File: src/hw/pfr_cfg.svh
`ifndef PFR_CFG_SVH
`define PFR_CFG_SVH
// Behaviour
// - first-capacitor code in bits 2..0, reset zero, value is 5 + 50*code pF.
// - third-resistor code in bits 6..0, reset zero, table gives ohms.
// - third-capacitor code in bits 2..0, reset zero, value is 5*code pF.
// - closed-loop settle select bits 3..2, 150/300/500/2000 us, reset code 2.
// - oscillator settle select bits 1..0, 20/400/4000/10000 us, reset code 1.
// - read-only stored check byte from nonvolatile memory, zero until loaded.
// - program-cycle counter increments after each erase/program, stored back to memory.
// - counter reloads after reset, after commit, after each erase/program cycle.
// - counter saturates at 255.
// - mismatch flag set when computed check differs from stored check byte.
// - memory copied into registers after reset and on commit request.
`define PFR_ADDR_CAP1 8'h25
`define PFR_ADDR_RES3 8'h26
`define PFR_ADDR_CAP3 8'h27
`define PFR_ADDR_CAL 8'h2A
`define PFR_ADDR_CHK 8'h2F
`define PFR_ADDR_CNT 8'h30
`define PFR_CAP1_MASK 8'h07
`define PFR_RES3_MASK 8'h7F
`define PFR_CAP3_MASK 8'h07
`define PFR_CAL_MASK 8'h0F
`define PFR_CAL_RESET 8'h09
`define PFR_CNT_MAX 8'hFF
`define PFR_CLK_MHZ 25
`define PFR_CL_US0 150
`define PFR_CL_US1 300
`define PFR_CL_US2 500
`define PFR_CL_US3 2000
`define PFR_OS_US0 20
`define PFR_OS_US1 400
`define PFR_OS_US2 4000
`define PFR_OS_US3 10000
`endif

File: src/hw/pfr_pkg.sv
package pfr_pkg;
    // register access port bundle
    typedef struct packed {
        logic wr;
        logic rd;
        logic [7:0] addr;
        logic [7:0] wdata;
    } pfr_bus_s;
    // nonvolatile memory side events
    typedef struct packed {
        logic load;
        logic [7:0] chk;
        logic [7:0] calc_chk;
        logic [7:0] cnt;
        logic [7:0] cap1;
        logic [7:0] res3;
        logic [7:0] cap3;
        logic [7:0] cal;
        logic prog_done;
    } pfr_nvm_s;
    typedef enum logic [1:0] {
        PFR_IDLE = 2'b00,
        PFR_CL_WAIT = 2'b01,
        PFR_OS_WAIT = 2'b10
    } pfr_state_e;
    typedef logic [24:0] pfr_cnt_t;
endpackage

File: src/hw/pfr_regs.sv
`timescale 1ns/1ps
`include "pfr_cfg.svh"
module pfr_regs
(
    input wire logic clk_sys_i,
    input wire logic srst_i,
    input wire logic ce_i,
    input wire pfr_pkg::pfr_bus_s bus_i,
    input wire pfr_pkg::pfr_nvm_s nvm_i,
    input wire logic cal_start_i,
    output logic [7:0] rdata_o,
    output logic rvalid_o,
    output logic [2:0] loop_cap1_code_o,
    output logic [6:0] loop_res3_code_o,
    output logic [2:0] loop_cap3_code_o,
    output logic [3:0] calibration_wait_ctrl_o,
    output logic check_mismatch_flag_o,
    output logic [7:0] cnt_store_o,
    output logic cnt_store_vld_o,
    output logic cal_busy_o,
    output logic cal_done_o
);
    import pfr_pkg::*;
    typedef struct packed {
        logic [7:0] cap1;
        logic [7:0] res3;
        logic [7:0] cap3;
        logic [7:0] cal;
        logic [7:0] chk;
        logic [7:0] cnt;
        logic mism;
        logic [7:0] rdata;
        logic rvalid;
        logic [7:0] store;
        logic store_vld;
        logic busy;
        logic done;
    } pfr_regs_s;
    pfr_regs_s q, next_q;
    logic tmr_busy;
    logic tmr_done;
    // read mux, reserved bits come back zero
    function automatic logic [7:0] rd_mux(input pfr_regs_s s, input logic [7:0] a);
        unique case (a)
            `PFR_ADDR_CAP1: rd_mux = s.cap1 & `PFR_CAP1_MASK;
            `PFR_ADDR_RES3: rd_mux = s.res3 & `PFR_RES3_MASK;
            `PFR_ADDR_CAP3: rd_mux = s.cap3 & `PFR_CAP3_MASK;
            `PFR_ADDR_CAL: rd_mux = s.cal & `PFR_CAL_MASK;
            `PFR_ADDR_CHK: rd_mux = s.chk;
            `PFR_ADDR_CNT: rd_mux = s.cnt;
            default: rd_mux = 8'h00;
        endcase
    endfunction
    pfr_settle_timer u_tmr
    (
        .clk_sys_i(clk_sys_i),
        .srst_i(srst_i),
        .ce_i(ce_i),
        .start_i(cal_start_i),
        .cl_sel_i(q.cal[3:2]),
        .os_sel_i(q.cal[1:0]),
        .busy_o(tmr_busy),
        .done_o(tmr_done)
    );
    // next-state: host write, then program event, then memory load
    always_comb
    begin
        next_q = q;
        next_q.rvalid = bus_i.rd;
        next_q.rdata = bus_i.rd ? rd_mux(q, bus_i.addr) : 8'h00;
        next_q.store_vld = 1'b0;
        next_q.busy = tmr_busy;
        next_q.done = tmr_done;
        if (bus_i.wr)
        begin
            unique case (bus_i.addr)
                `PFR_ADDR_CAP1: next_q.cap1 = bus_i.wdata & `PFR_CAP1_MASK;
                `PFR_ADDR_RES3: next_q.res3 = bus_i.wdata & `PFR_RES3_MASK;
                `PFR_ADDR_CAP3: next_q.cap3 = bus_i.wdata & `PFR_CAP3_MASK;
                `PFR_ADDR_CAL: next_q.cal = bus_i.wdata & `PFR_CAL_MASK;
                default: next_q.cal = next_q.cal; // read-only and unmapped ignored
            endcase
        end
        // program done: bump count, stored back and reloaded as written
        if (nvm_i.prog_done)
        begin
            next_q.store = (nvm_i.cnt == `PFR_CNT_MAX) ? nvm_i.cnt : nvm_i.cnt + 8'h01;
            next_q.store_vld = 1'b1;
            next_q.cnt = next_q.store;
        end
        // memory-to-register copy, reset or commit, wins over host write
        if (nvm_i.load)
        begin
            next_q.cap1 = nvm_i.cap1 & `PFR_CAP1_MASK;
            next_q.res3 = nvm_i.res3 & `PFR_RES3_MASK;
            next_q.cap3 = nvm_i.cap3 & `PFR_CAP3_MASK;
            next_q.cal = nvm_i.cal & `PFR_CAL_MASK;
            next_q.chk = nvm_i.chk;
            next_q.cnt = nvm_i.cnt;
            next_q.mism = (nvm_i.calc_chk != nvm_i.chk);
        end
    end
    // zero-until-loaded reset except cal at code 9; memory copy follows on load
    always_ff @(posedge clk_sys_i)
    begin
        if (srst_i)
            q <= '{cap1: 8'h00, res3: 8'h00, cap3: 8'h00, cal: `PFR_CAL_RESET, chk: 8'h00,
                   cnt: 8'h00, mism: 1'b0, rdata: 8'h00, rvalid: 1'b0, store: 8'h00,
                   store_vld: 1'b0, busy: 1'b0, done: 1'b0};
        else if (ce_i)
            q <= next_q;
    end
    assign rdata_o = q.rdata;
    assign rvalid_o = q.rvalid;
    assign loop_cap1_code_o = q.cap1[2:0];
    assign loop_res3_code_o = q.res3[6:0];
    assign loop_cap3_code_o = q.cap3[2:0];
    assign calibration_wait_ctrl_o = q.cal[3:0];
    assign check_mismatch_flag_o = q.mism;
    assign cnt_store_o = q.store;
    assign cnt_store_vld_o = q.store_vld;
    assign cal_busy_o = q.busy;
    assign cal_done_o = q.done;

    a_cnt_saturate: assert property (@(posedge clk_sys_i) disable iff (srst_i)
        ce_i && nvm_i.prog_done && !nvm_i.load && nvm_i.cnt == 8'hFF |=> q.cnt == 8'hFF)
        else $error("counter passed saturation");
    a_cnt_incr: assert property (@(posedge clk_sys_i) disable iff (srst_i)
        ce_i && nvm_i.prog_done && !nvm_i.load && nvm_i.cnt != 8'hFF |=> q.cnt == $past(nvm_i.cnt) + 8'h01)
        else $error("counter did not increment");
    a_store_pulse: assert property (@(posedge clk_sys_i) disable iff (srst_i)
        ce_i && nvm_i.prog_done |=> cnt_store_vld_o && cnt_store_o == q.cnt || $past(nvm_i.load))
        else $error("count not stored back");
    a_load_copy: assert property (@(posedge clk_sys_i) disable iff (srst_i)
        ce_i && nvm_i.load |=> q.chk == $past(nvm_i.chk) && q.cnt == $past(nvm_i.cnt))
        else $error("memory copy missing");
    a_mism_flag: assert property (@(posedge clk_sys_i) disable iff (srst_i)
        ce_i && nvm_i.load |=> check_mismatch_flag_o == ($past(nvm_i.calc_chk) != $past(nvm_i.chk)))
        else $error("mismatch flag wrong");
    a_rsvd_zero: assert property (@(posedge clk_sys_i) disable iff (srst_i)
        rvalid_o && $past(bus_i.addr) == 8'h25 |-> rdata_o[7:3] == 5'h00)
        else $error("reserved bits nonzero");
    a_cap1_write: assert property (@(posedge clk_sys_i) disable iff (srst_i)
        ce_i && bus_i.wr && bus_i.addr == 8'h25 && !nvm_i.load |=> loop_cap1_code_o == $past(bus_i.wdata[2:0]))
        else $error("cap1 write lost");
    a_res3_write: assert property (@(posedge clk_sys_i) disable iff (srst_i)
        ce_i && bus_i.wr && bus_i.addr == 8'h26 && !nvm_i.load |=> loop_res3_code_o == $past(bus_i.wdata[6:0]))
        else $error("res3 write lost");
    a_cap3_write: assert property (@(posedge clk_sys_i) disable iff (srst_i)
        ce_i && bus_i.wr && bus_i.addr == 8'h27 && !nvm_i.load |=> loop_cap3_code_o == $past(bus_i.wdata[2:0]))
        else $error("cap3 write lost");
    a_cal_reset: assert property (@(posedge clk_sys_i)
        srst_i |=> calibration_wait_ctrl_o == 4'h9)
        else $error("settle selectors reset wrong");
endmodule

File: src/hw/pfr_settle_timer.sv
`timescale 1ns/1ps
`include "pfr_cfg.svh"
module pfr_settle_timer
(
    input wire logic clk_sys_i,
    input wire logic srst_i,
    input wire logic ce_i,
    input wire logic start_i,
    input wire logic [1:0] cl_sel_i,
    input wire logic [1:0] os_sel_i,
    output logic busy_o,
    output logic done_o
);
    import pfr_pkg::*;
    typedef struct packed {
        pfr_state_e st;
        pfr_cnt_t cnt;
        logic busy;
        logic done;
    } pfr_tmr_s;
    pfr_tmr_s q, next_q;
    // microsecond figure to cycles at the system clock
    function automatic pfr_cnt_t us_to_cyc(input int us);
        us_to_cyc = pfr_cnt_t'(us * `PFR_CLK_MHZ);
    endfunction
    function automatic pfr_cnt_t cl_cyc(input logic [1:0] s);
        unique case (s)
            2'h0: cl_cyc = us_to_cyc(`PFR_CL_US0);
            2'h1: cl_cyc = us_to_cyc(`PFR_CL_US1);
            2'h2: cl_cyc = us_to_cyc(`PFR_CL_US2);
            2'h3: cl_cyc = us_to_cyc(`PFR_CL_US3);
        endcase
    endfunction
    function automatic pfr_cnt_t os_cyc(input logic [1:0] s);
        unique case (s)
            2'h0: os_cyc = us_to_cyc(`PFR_OS_US0);
            2'h1: os_cyc = us_to_cyc(`PFR_OS_US1);
            2'h2: os_cyc = us_to_cyc(`PFR_OS_US2);
            2'h3: os_cyc = us_to_cyc(`PFR_OS_US3);
        endcase
    endfunction
    // oscillator wait first, then closed-loop wait
    always_comb
    begin
        next_q = q;
        next_q.done = 1'b0;
        unique case (q.st)
            PFR_IDLE:
            begin
                if (start_i)
                begin
                    next_q.st = PFR_OS_WAIT;
                    next_q.cnt = os_cyc(os_sel_i) - pfr_cnt_t'(1);
                    next_q.busy = 1'b1;
                end
            end
            PFR_OS_WAIT:
            begin
                if (q.cnt == '0)
                begin
                    next_q.st = PFR_CL_WAIT;
                    next_q.cnt = cl_cyc(cl_sel_i) - pfr_cnt_t'(1);
                end
                else
                    next_q.cnt = q.cnt - pfr_cnt_t'(1);
            end
            PFR_CL_WAIT:
            begin
                if (q.cnt == '0)
                begin
                    next_q.st = PFR_IDLE;
                    next_q.busy = 1'b0;
                    next_q.done = 1'b1;
                end
                else
                    next_q.cnt = q.cnt - pfr_cnt_t'(1);
            end
            default: next_q.st = PFR_IDLE;
        endcase
    end
    always_ff @(posedge clk_sys_i)
    begin
        if (srst_i)
            q <= '{st: PFR_IDLE, cnt: '0, busy: 1'b0, done: 1'b0};
        else if (ce_i)
            q <= next_q;
    end
    assign busy_o = q.busy;
    assign done_o = q.done;
endmodule

File: config.mk
export PLATFORM = sky130hd
export DESIGN_NAME = pfr_regs
export DESIGN_NICKNAME = d
export VERILOG_FILES = /design/src/hw/pfr_pkg.sv /design/src/hw/pfr_regs.sv /design/src/hw/pfr_settle_timer.sv
export VERILOG_INCLUDE_DIRS = /design/src /design/src/hw
export SDC_FILE = /design/constraint.sdc
export NUM_CORES = 1
export LEC_CHECK = 0
export ABC_AREA = 1
export BUFFER_PORTS_ARGS = -buffer_cell sky130_fd_sc_hd__buf_2
export CAP_MARGIN = 20
export CORE_ASPECT_RATIO = 1.75
export CORE_MARGIN = 5
export CORE_UTILIZATION = 30
export CTS_CLUSTER_DIAMETER = 200
export CTS_CLUSTER_SIZE = 40
export DETAILED_ROUTE_END_ITERATION = 8
export GPL_ROUTABILITY_DRIVEN = 0
export PLACE_DENSITY = 0.5
export SYNTH_ARGS = -nofsm -noshare
export SYNTH_HDL_FRONTEND = slang
export SYNTH_SLANG_ARGS = --single-unit
File: constraint.sdc
create_clock -name clk_sys_i -period 2.5 [get_ports clk_sys_i]
set_input_delay 0.5 -clock clk_sys_i [delete_from_list [all_inputs] [get_ports clk_sys_i]]
set_output_delay 0.5 -clock clk_sys_i [all_outputs]
set_load 0.02 [all_outputs]
==> results.sh, run 1 <==
export IMPL_outcome="completed"
export IMPL_drt_antenna_violating_nets=0
export IMPL_hold_depth=3
export IMPL_period_share_pct=84.8
export IMPL_cts_root_buf="clkbuf_16"
export IMPL_ir_worst_vdd_mv=0.252
export IMPL_power_leakage_nw=3.01
export IMPL_grt_pass1_wl_mm=29.1
export IMPL_setup_tns_final_ns=0
export IMPL_synth_flop_cell="dfxtp_1"
export IMPL_critical_path_max_fanout=9
export IMPL_grtUsageTotal_pct=17.7
export IMPL_syn2layout_area_growth_pct=15.6
export IMPL_timing_rr_start="u_tmr.q[2]"
export IMPL_drive_gt1_share_pct=18.4
export IMPL_die_area_um2=21100
export IMPL_tightestPinTransition_ns=0.626
export IMPL_crit_path_end_kind="register"
export IMPL_finalNetCount=1000
export IMPL_ys_ff_latch=83
export IMPL_hold_start="bus_i[6]"
export IMPL_dp_hpwl_mm=14.7
export IMPL_io_buffers=101
export IMPL_cap_violations=0
export IMPL_postCtsHoldBufs=0
export IMPL_reg2reg_depth=13
export IMPL_cts_sinks=83
export IMPL_post_cts_repair_setup_buffers=0
export IMPL_wl_mm=18.4
export IMPL_path_class="register to register"
export IMPL_via_per_inst=4.78
export IMPL_die_width_um=112
export IMPL_synth_edf_count=0
export IMPL_grt_max_degree=45
export IMPL_required_ns=2.72
export IMPL_place_area_um2=6010
export IMPL_period_needed_ns=2.12
export IMPL_cts_buffers=9
export IMPL_n_antenna_cell=0
export IMPL_ys_types=45
export IMPL_power_density_nw_per_um2=622
export IMPL_layout_cell_area_non_filler_um2=6310
export IMPL_yosys_area_share_xor_xnor_pct=3.85
export IMPL_whs_ns=0.409
export IMPL_h_tree_depth=3
export IMPL_drcViolationCount=0
export IMPL_fillers=2008
export IMPL_rows=65
export IMPL_synth_adder_area_share_pct=4.81
export IMPL_drt_iter0_markers=170
export IMPL_crit_arrival_ns=2.34
export IMPL_hold_class="primary input to register"
export IMPL_worstHoldEndpoint="loop_res3_code_o[6]"
export IMPL_start_util_pct=30.4
export IMPL_syn_num_nets=931
export IMPL_yosys_warnings=0
export IMPL_synthSimpleGateAreaFrac_pct=30.3
export IMPL_max_slew_margin_pct=58.0
export IMPL_critPathLaunchType="register"
export IMPL_rsz0062_at_grt="no"
export IMPL_syn_mean_instance_area_um2=6.58
export IMPL_hold_viol=0
export IMPL_overflow=0
export IMPL_clk_pin_slew_ns=0.07
export IMPL_max_freq_mhz=472
export IMPL_antenna_found_initial=0
export IMPL_r2r_setup_slack_ns=0.38
export IMPL_cts_tree="built"
export IMPL_vias=5440
export IMPL_slew_violations=0
export IMPL_synth_compound_area_share_pct=17.1
export IMPL_io_pins=118
export IMPL_synthMuxAreaShare_pct=0
export IMPL_grt_pass1_vias=5526
export IMPL_netlist_instances=830
export IMPL_seq_area_frac_synth_pct=30.4
export IMPL_finClkSkew_ns=0.00662
export IMPL_timing_rr_end="u_tmr.q[19]"
export IMPL_coreArea_um2=18000
export IMPL_setup_viol=0
export IMPL_synth_top_family_by_area="simple AND/OR/NAND/NOR gates"
export IMPL_worstSkewPairLatency_ns=0.35
export IMPL_syn_area_um2=5460
export IMPL_cts_resized=0
export IMPL_firstDrtPassIters=4
export IMPL_async_flop_share_pct=0
export IMPL_cts_buffer_depth=2
export IMPL_die_y_um=189
export IMPL_avgRoutedWirePerCell_um=16.2
[worst max-delay path by stage]
stage | from | endpoint | slack, ns | cells past startpoint
6_report | u_tmr.q[2] | u_tmr.q[19] | 0.38 | 13
4_1_cts | u_tmr.q[2] | u_tmr.q[19] | 0.36 | 13
3_3_place_gp | nvm_i[33] | q[23] | 0.37 | 10
5_1_grt | u_tmr.q[2] | u_tmr.q[19] | 0.16 | 13
2_1_floorplan | u_tmr.q[2] | u_tmr.q[19] | 0.72 | 12
3_5_place_dp | ce_i | u_tmr.q[7] | 0.36 | 7
[flip-flops by register name, summed over array words and instances (netlist names), 3 cells and up]
register,count
loop_cap3_code_o,3
loop_res3_code_o,7
q,16
u_tmr.q,27
calibration_wait_ctrl_o,4
loop_cap1_code_o,3
cnt_store_o,8
rdata_o,8
[cell usage in the layout (no fill, tap or decap), types with 6 or more instances in the layout]
master	count
buf_2	101
nor3_1	11
xor2_1	20
nand3_1	50
o21ai_0	65
dfxtp_1	83
nor2_1	74
nand2_1	198
a31oi_1	16
buf_4	16
nand4_1	9
a21oi_1	62
ha_1	21
clkbuf_16	9
nor2_2	7
o22ai_1	6
inv_1	92
[power by group]
group          internal (mW)  switching, mW
sequential              1.40         0.0726
combinational          0.365          0.705
clock                  0.782          0.598
[cells in the mapped netlist, types with 2 or more instances]
library cell | count | share of area [%]
a31oi_1 | 16 | 1.8
o21ai_0 | 65 | 6.0
nor3_1 | 11 | 1.0
xnor2_1 | 4 | 0.64
o211ai_1 | 4 | 0.55
nand3b_1 | 2 | 0.27
a21oi_2 | 3 | 0.48
nand2_2 | 5 | 0.57
nand2_1 | 198 | 14
o22ai_1 | 6 | 0.69
nand2_4 | 2 | 0.41
and3_1 | 2 | 0.23
buf_1 | 2 | 0.14
buf_6 | 2 | 0.41
a221oi_1 | 3 | 0.48
o21bai_1 | 3 | 0.41
nand3_1 | 50 | 4.6
nand4_1 | 9 | 1.0
a21oi_1 | 62 | 5.7
xor2_1 | 20 | 3.2
clkbuf_1 | 18 | 1.2
or2_2 | 2 | 0.23
inv_1 | 92 | 6.3
inv_2 | 5 | 0.34
o21ai_1 | 5 | 0.46
nor2_2 | 7 | 0.80
buf_4 | 34 | 4.7
nor2_4 | 2 | 0.41
ha_1 | 21 | 4.8
buf_2 | 3 | 0.27
dfxtp_1 | 83 | 30
nand3_2 | 3 | 0.55
nor2_1 | 74 | 5.1
[area by class of cell]
class	count	area, um^2	area share, %
clock inverters	7	75.1	1.19
multi-input cells	590	3070	48.6
inverters	98	368	5.83
flip-flops and latches	83	1660	26.3
repair buffers	117	626	9.91
clock buffers	9	225	3.57
well taps	234	293	4.64
[logic make-up after synthesis]
kind of cell / after synthesis
fa+ha+maj: 21
compound gates: 171
flops: 83
simple gates: 374
xor+xnor: 24
buf+inv: 157
[per-stage QoR]
step / cells / power [mW] / worst slack, ns / utilization (%)
4_1_cts: 1138 / 3.97 / 0.356 / 35.1
3_3_place_gp: 1122 / 2.58 / 0.369 / 33.5
6_report: 1138 / 3.93 / 0.379 / 35.1
2_1_floorplan: 830 / 2.27 / 0.717 / -
3_5_place_dp: 1122 / 2.58 / 0.356 / 33.5
5_1_grt: 1138 / 4.15 / 0.156 / 35.1
[worst max-delay path: stages, from the launching register on]
cell and delay, ns:
dfxtp_1 0.31, inv_1 0.09, ha_1 0.27, nand3_4 0.14
nor2_8 0.15, nand2_4 0.08, inv_2 0.12, nand3_2 0.14
nand2_2 0.16, nand2_2 0.19, nand2_1 0.10, nand2_1 0.06
a21oi_1 0.14, nor2_1 0.05
[routing by layer]
metal | share of wire (%) | track usage (%) | vias to the layer above
li1 | - | - | 2807
met1 | 35 | 16.6 | 2478
met2 | 58 | 35.8 | 112
met3 | 2.4 | 2.15 | 43
met4 | 4.8 | 9.67 | 0
met5 | 0 | 0 | -
Note: power is estimated with default switching activity, not from simulation.
==> run 2: changes to the inputs <==
clock period = 2.03 ns   (was 2.5 ns; I/O delays follow)
==> run 2 against run 1 <==
Global-route usage up 0.21 points. Clock power up 27%. Critical path depth unchanged. Largest cell class unchanged.
==> results.sh, run 2 (same netlist as run 1, synthesis figures left out) <==
export IMPL_rows=65
export IMPL_setup_tns_final_ns=0
export IMPL_max_freq_mhz=540
export IMPL_avgRoutedWirePerCell_um=15.8
export IMPL_required_ns=2.31
export IMPL_path_class="register to register"
export IMPL_pwr_share_seq_pct=35.7
export IMPL_die_area_um2=21100
export IMPL_hold_class="primary input to register"
export IMPL_die_width_um=112
export IMPL_grt_pass1_wl_mm=29.5
export IMPL_cts_buffers=9
export IMPL_final_util_pct=37.4
export IMPL_h_tree_depth=3
export IMPL_final_common_cell="nand2_1"
export IMPL_period_share_pct=91.2
export IMPL_worstSkewPairLatency_ns=0.35
export IMPL_finalNetCount=1045
export IMPL_critPathLaunchType="register"
export IMPL_power_frac_comb_pct=29.8
export IMPL_grtUsageTotal_pct=17.9
export IMPL_critical_path_max_fanout=7
export IMPL_overflow=0
export IMPL_hold_viol=0
export IMPL_grt_pass1_vias=5712
export IMPL_reg2reg_depth=13
export IMPL_worst_path_max_delay_cell="dfxtp_1"
export IMPL_cap_violations=0
export IMPL_power_leakage_nw=3.25
export IMPL_outcome="completed"
export IMPL_grt_max_degree=45
export IMPL_postCtsHoldBufs=0
export IMPL_vias=5578
export IMPL_hold_depth=3
export IMPL_crit_chain="inv_1, ha_4, nand3_4, nor2_8, nand2_4, inv_2, buf_4, nand3_2, nor2_4, o21ai_1, nand3_1, nand2_1, a21oi_1"
export IMPL_syn2layout_area_growth_pct=23.0
export IMPL_finClkSkew_ns=0.00850
export IMPL_dp_hpwl_mm=15.2
export IMPL_final_cell_count_no_fill=1184
export IMPL_timing_rr_start="u_tmr.q[3]"
export IMPL_layout_cell_area_non_filler_um2=6720
export IMPL_drcViolationCount=0
export IMPL_io_pins=118
export IMPL_wl_mm=18.8
export IMPL_antenna_found_initial=1
export IMPL_critPathBufInv=3
export IMPL_start_util_pct=30.4
export IMPL_fillers=1980
export IMPL_place_area_um2=6370
export IMPL_max_slew_margin_pct=64.3
export IMPL_via_per_inst=4.71
export IMPL_dp_cells=1166
export IMPL_swShare_pct=34.9
export IMPL_cpPeakStageDelay_ns=0.32
export IMPL_critical_path_top_delay_family="simple AND/OR/NAND/NOR gates"
export IMPL_switchingPower_mw=1.77
export IMPL_setup_viol=0
export IMPL_drt_iter0_markers=155
export IMPL_slew_violations=0
export IMPL_crit_arrival_ns=2.13
export IMPL_tightestPinTransition_ns=0.536
export IMPL_top_register="u_tmr.q"
export IMPL_rsz0062_at_grt="yes"
export IMPL_cts_tree="built"
export IMPL_power_density_nw_per_um2=754
export IMPL_cts_buffer_depth=2
export IMPL_layout_common_cells="198 x nand2_1, 101 x buf_2, 91 x inv_1"
export IMPL_r2r_setup_slack_ns=0.18
export IMPL_clk_pin_slew_ns=0.07
export IMPL_firstDrtPassIters=5
export IMPL_die_y_um=189
export IMPL_internal_power_mw=3.30
export IMPL_timing_rr_end="u_tmr.q[9]"
export IMPL_hold_start="bus_i[6]"
export IMPL_io_buffers=101
export IMPL_drt_antenna_violating_nets=0
export IMPL_coreArea_um2=18000
export IMPL_ir_worst_vdd_mv=0.368
export IMPL_drive_gt1_share_pct=22.8
export IMPL_period_needed_ns=1.85
export IMPL_pwr_share_clk_pct=34.6
export IMPL_worstHoldEndpoint="loop_res3_code_o[6]"
export IMPL_cts_sinks=83
export IMPL_cts_root_buf="clkbuf_16"
export IMPL_largest_reg_flops=27
export IMPL_crit_path_end_kind="register"
export IMPL_reg_top3="u_tmr.q x27, q x16"
-- run 2: cell count changes in the layout (fill, tap and decap cells not counted), sizes merged --
| cell | delta |
|---|---|
| buf | +45 |
| clkinv | -2 |
| diode | +1 |
| inv | +2 |
-- run 2: area by class of cell --
| cell class | count | area (um^2) | area share (%) |
|---|---|---|---|
| multi-input cells | 590 | 3100 | 46.1 |
| flip-flops and latches | 83 | 1660 | 24.7 |
| repair buffers | 162 | 988 | 14.7 |
| inverters | 98 | 370 | 5.51 |
| well taps | 234 | 293 | 4.36 |
| clock buffers | 9 | 225 | 3.35 |
| clock inverters | 7 | 83.8 | 1.25 |
| diodes | 1 | 2.50 | 0.0372 |
-- run 2: metrics by stage --
step	hold slack, ns	total power, mW	setup WS (ns)
after detailed placement	0.447	3.33	-0.0336
after CTS	0.307	5.11	0.0587
final	0.314	5.06	0.179
after global placement	0.438	3.33	-0.0213
after global routing	0.320	5.38	-0.0265
after floorplan	0.424	2.80	0.247
-- run 2: how the worst max path moves through the flow --
stage / startpoint / to / cells past startpoint
3_5_place_dp: u_tmr.q[2] / u_tmr.q[12] / 13
4_1_cts: u_tmr.q[2] / u_tmr.q[14] / 13
2_1_floorplan: u_tmr.q[2] / u_tmr.q[19] / 12
3_3_place_gp: u_tmr.q[2] / u_tmr.q[12] / 13
6_report: u_tmr.q[3] / u_tmr.q[9] / 13
5_1_grt: u_tmr.q[3] / u_tmr.q[9] / 13
-- run 2: worst min-delay path: cells and delay by family --
kind            cells  cell delay, ns
buf+inv             1            0.09
compound gates      1            0.07
simple gates        1            0.05
-- run 2: per-layer routing --
metal	GRT usage, %	share of wire (%)
met2	37.7	60
met3	2.31	2.7
met5	0	0
met4	7.40	3.5
met1	16.5	34
-- run 2: timing repair --
| action | 4_1_cts | 5_1_grt |
|---|---|---|
| endpoints found under the setup margin | 2 | 20 |
| buffers inserted | 0 | 1 |
| pin swaps | 0 | 2 |
| gates cloned | 0 | 0 |
| gates resized for setup | 1 | 8 |
-- run 2: power by group through the flow --
stage | logic [mW] | registers (mW) | clock network, mW
4_1_cts | 1.50 | 1.81 | 1.81
3_5_place_dp | 1.49 | 1.84 | 0
3_3_place_gp | 1.48 | 1.84 | 0
6_report | 1.51 | 1.81 | 1.75
5_1_grt | 1.69 | 1.82 | 1.88
2_1_floorplan | 0.967 | 1.83 | 0
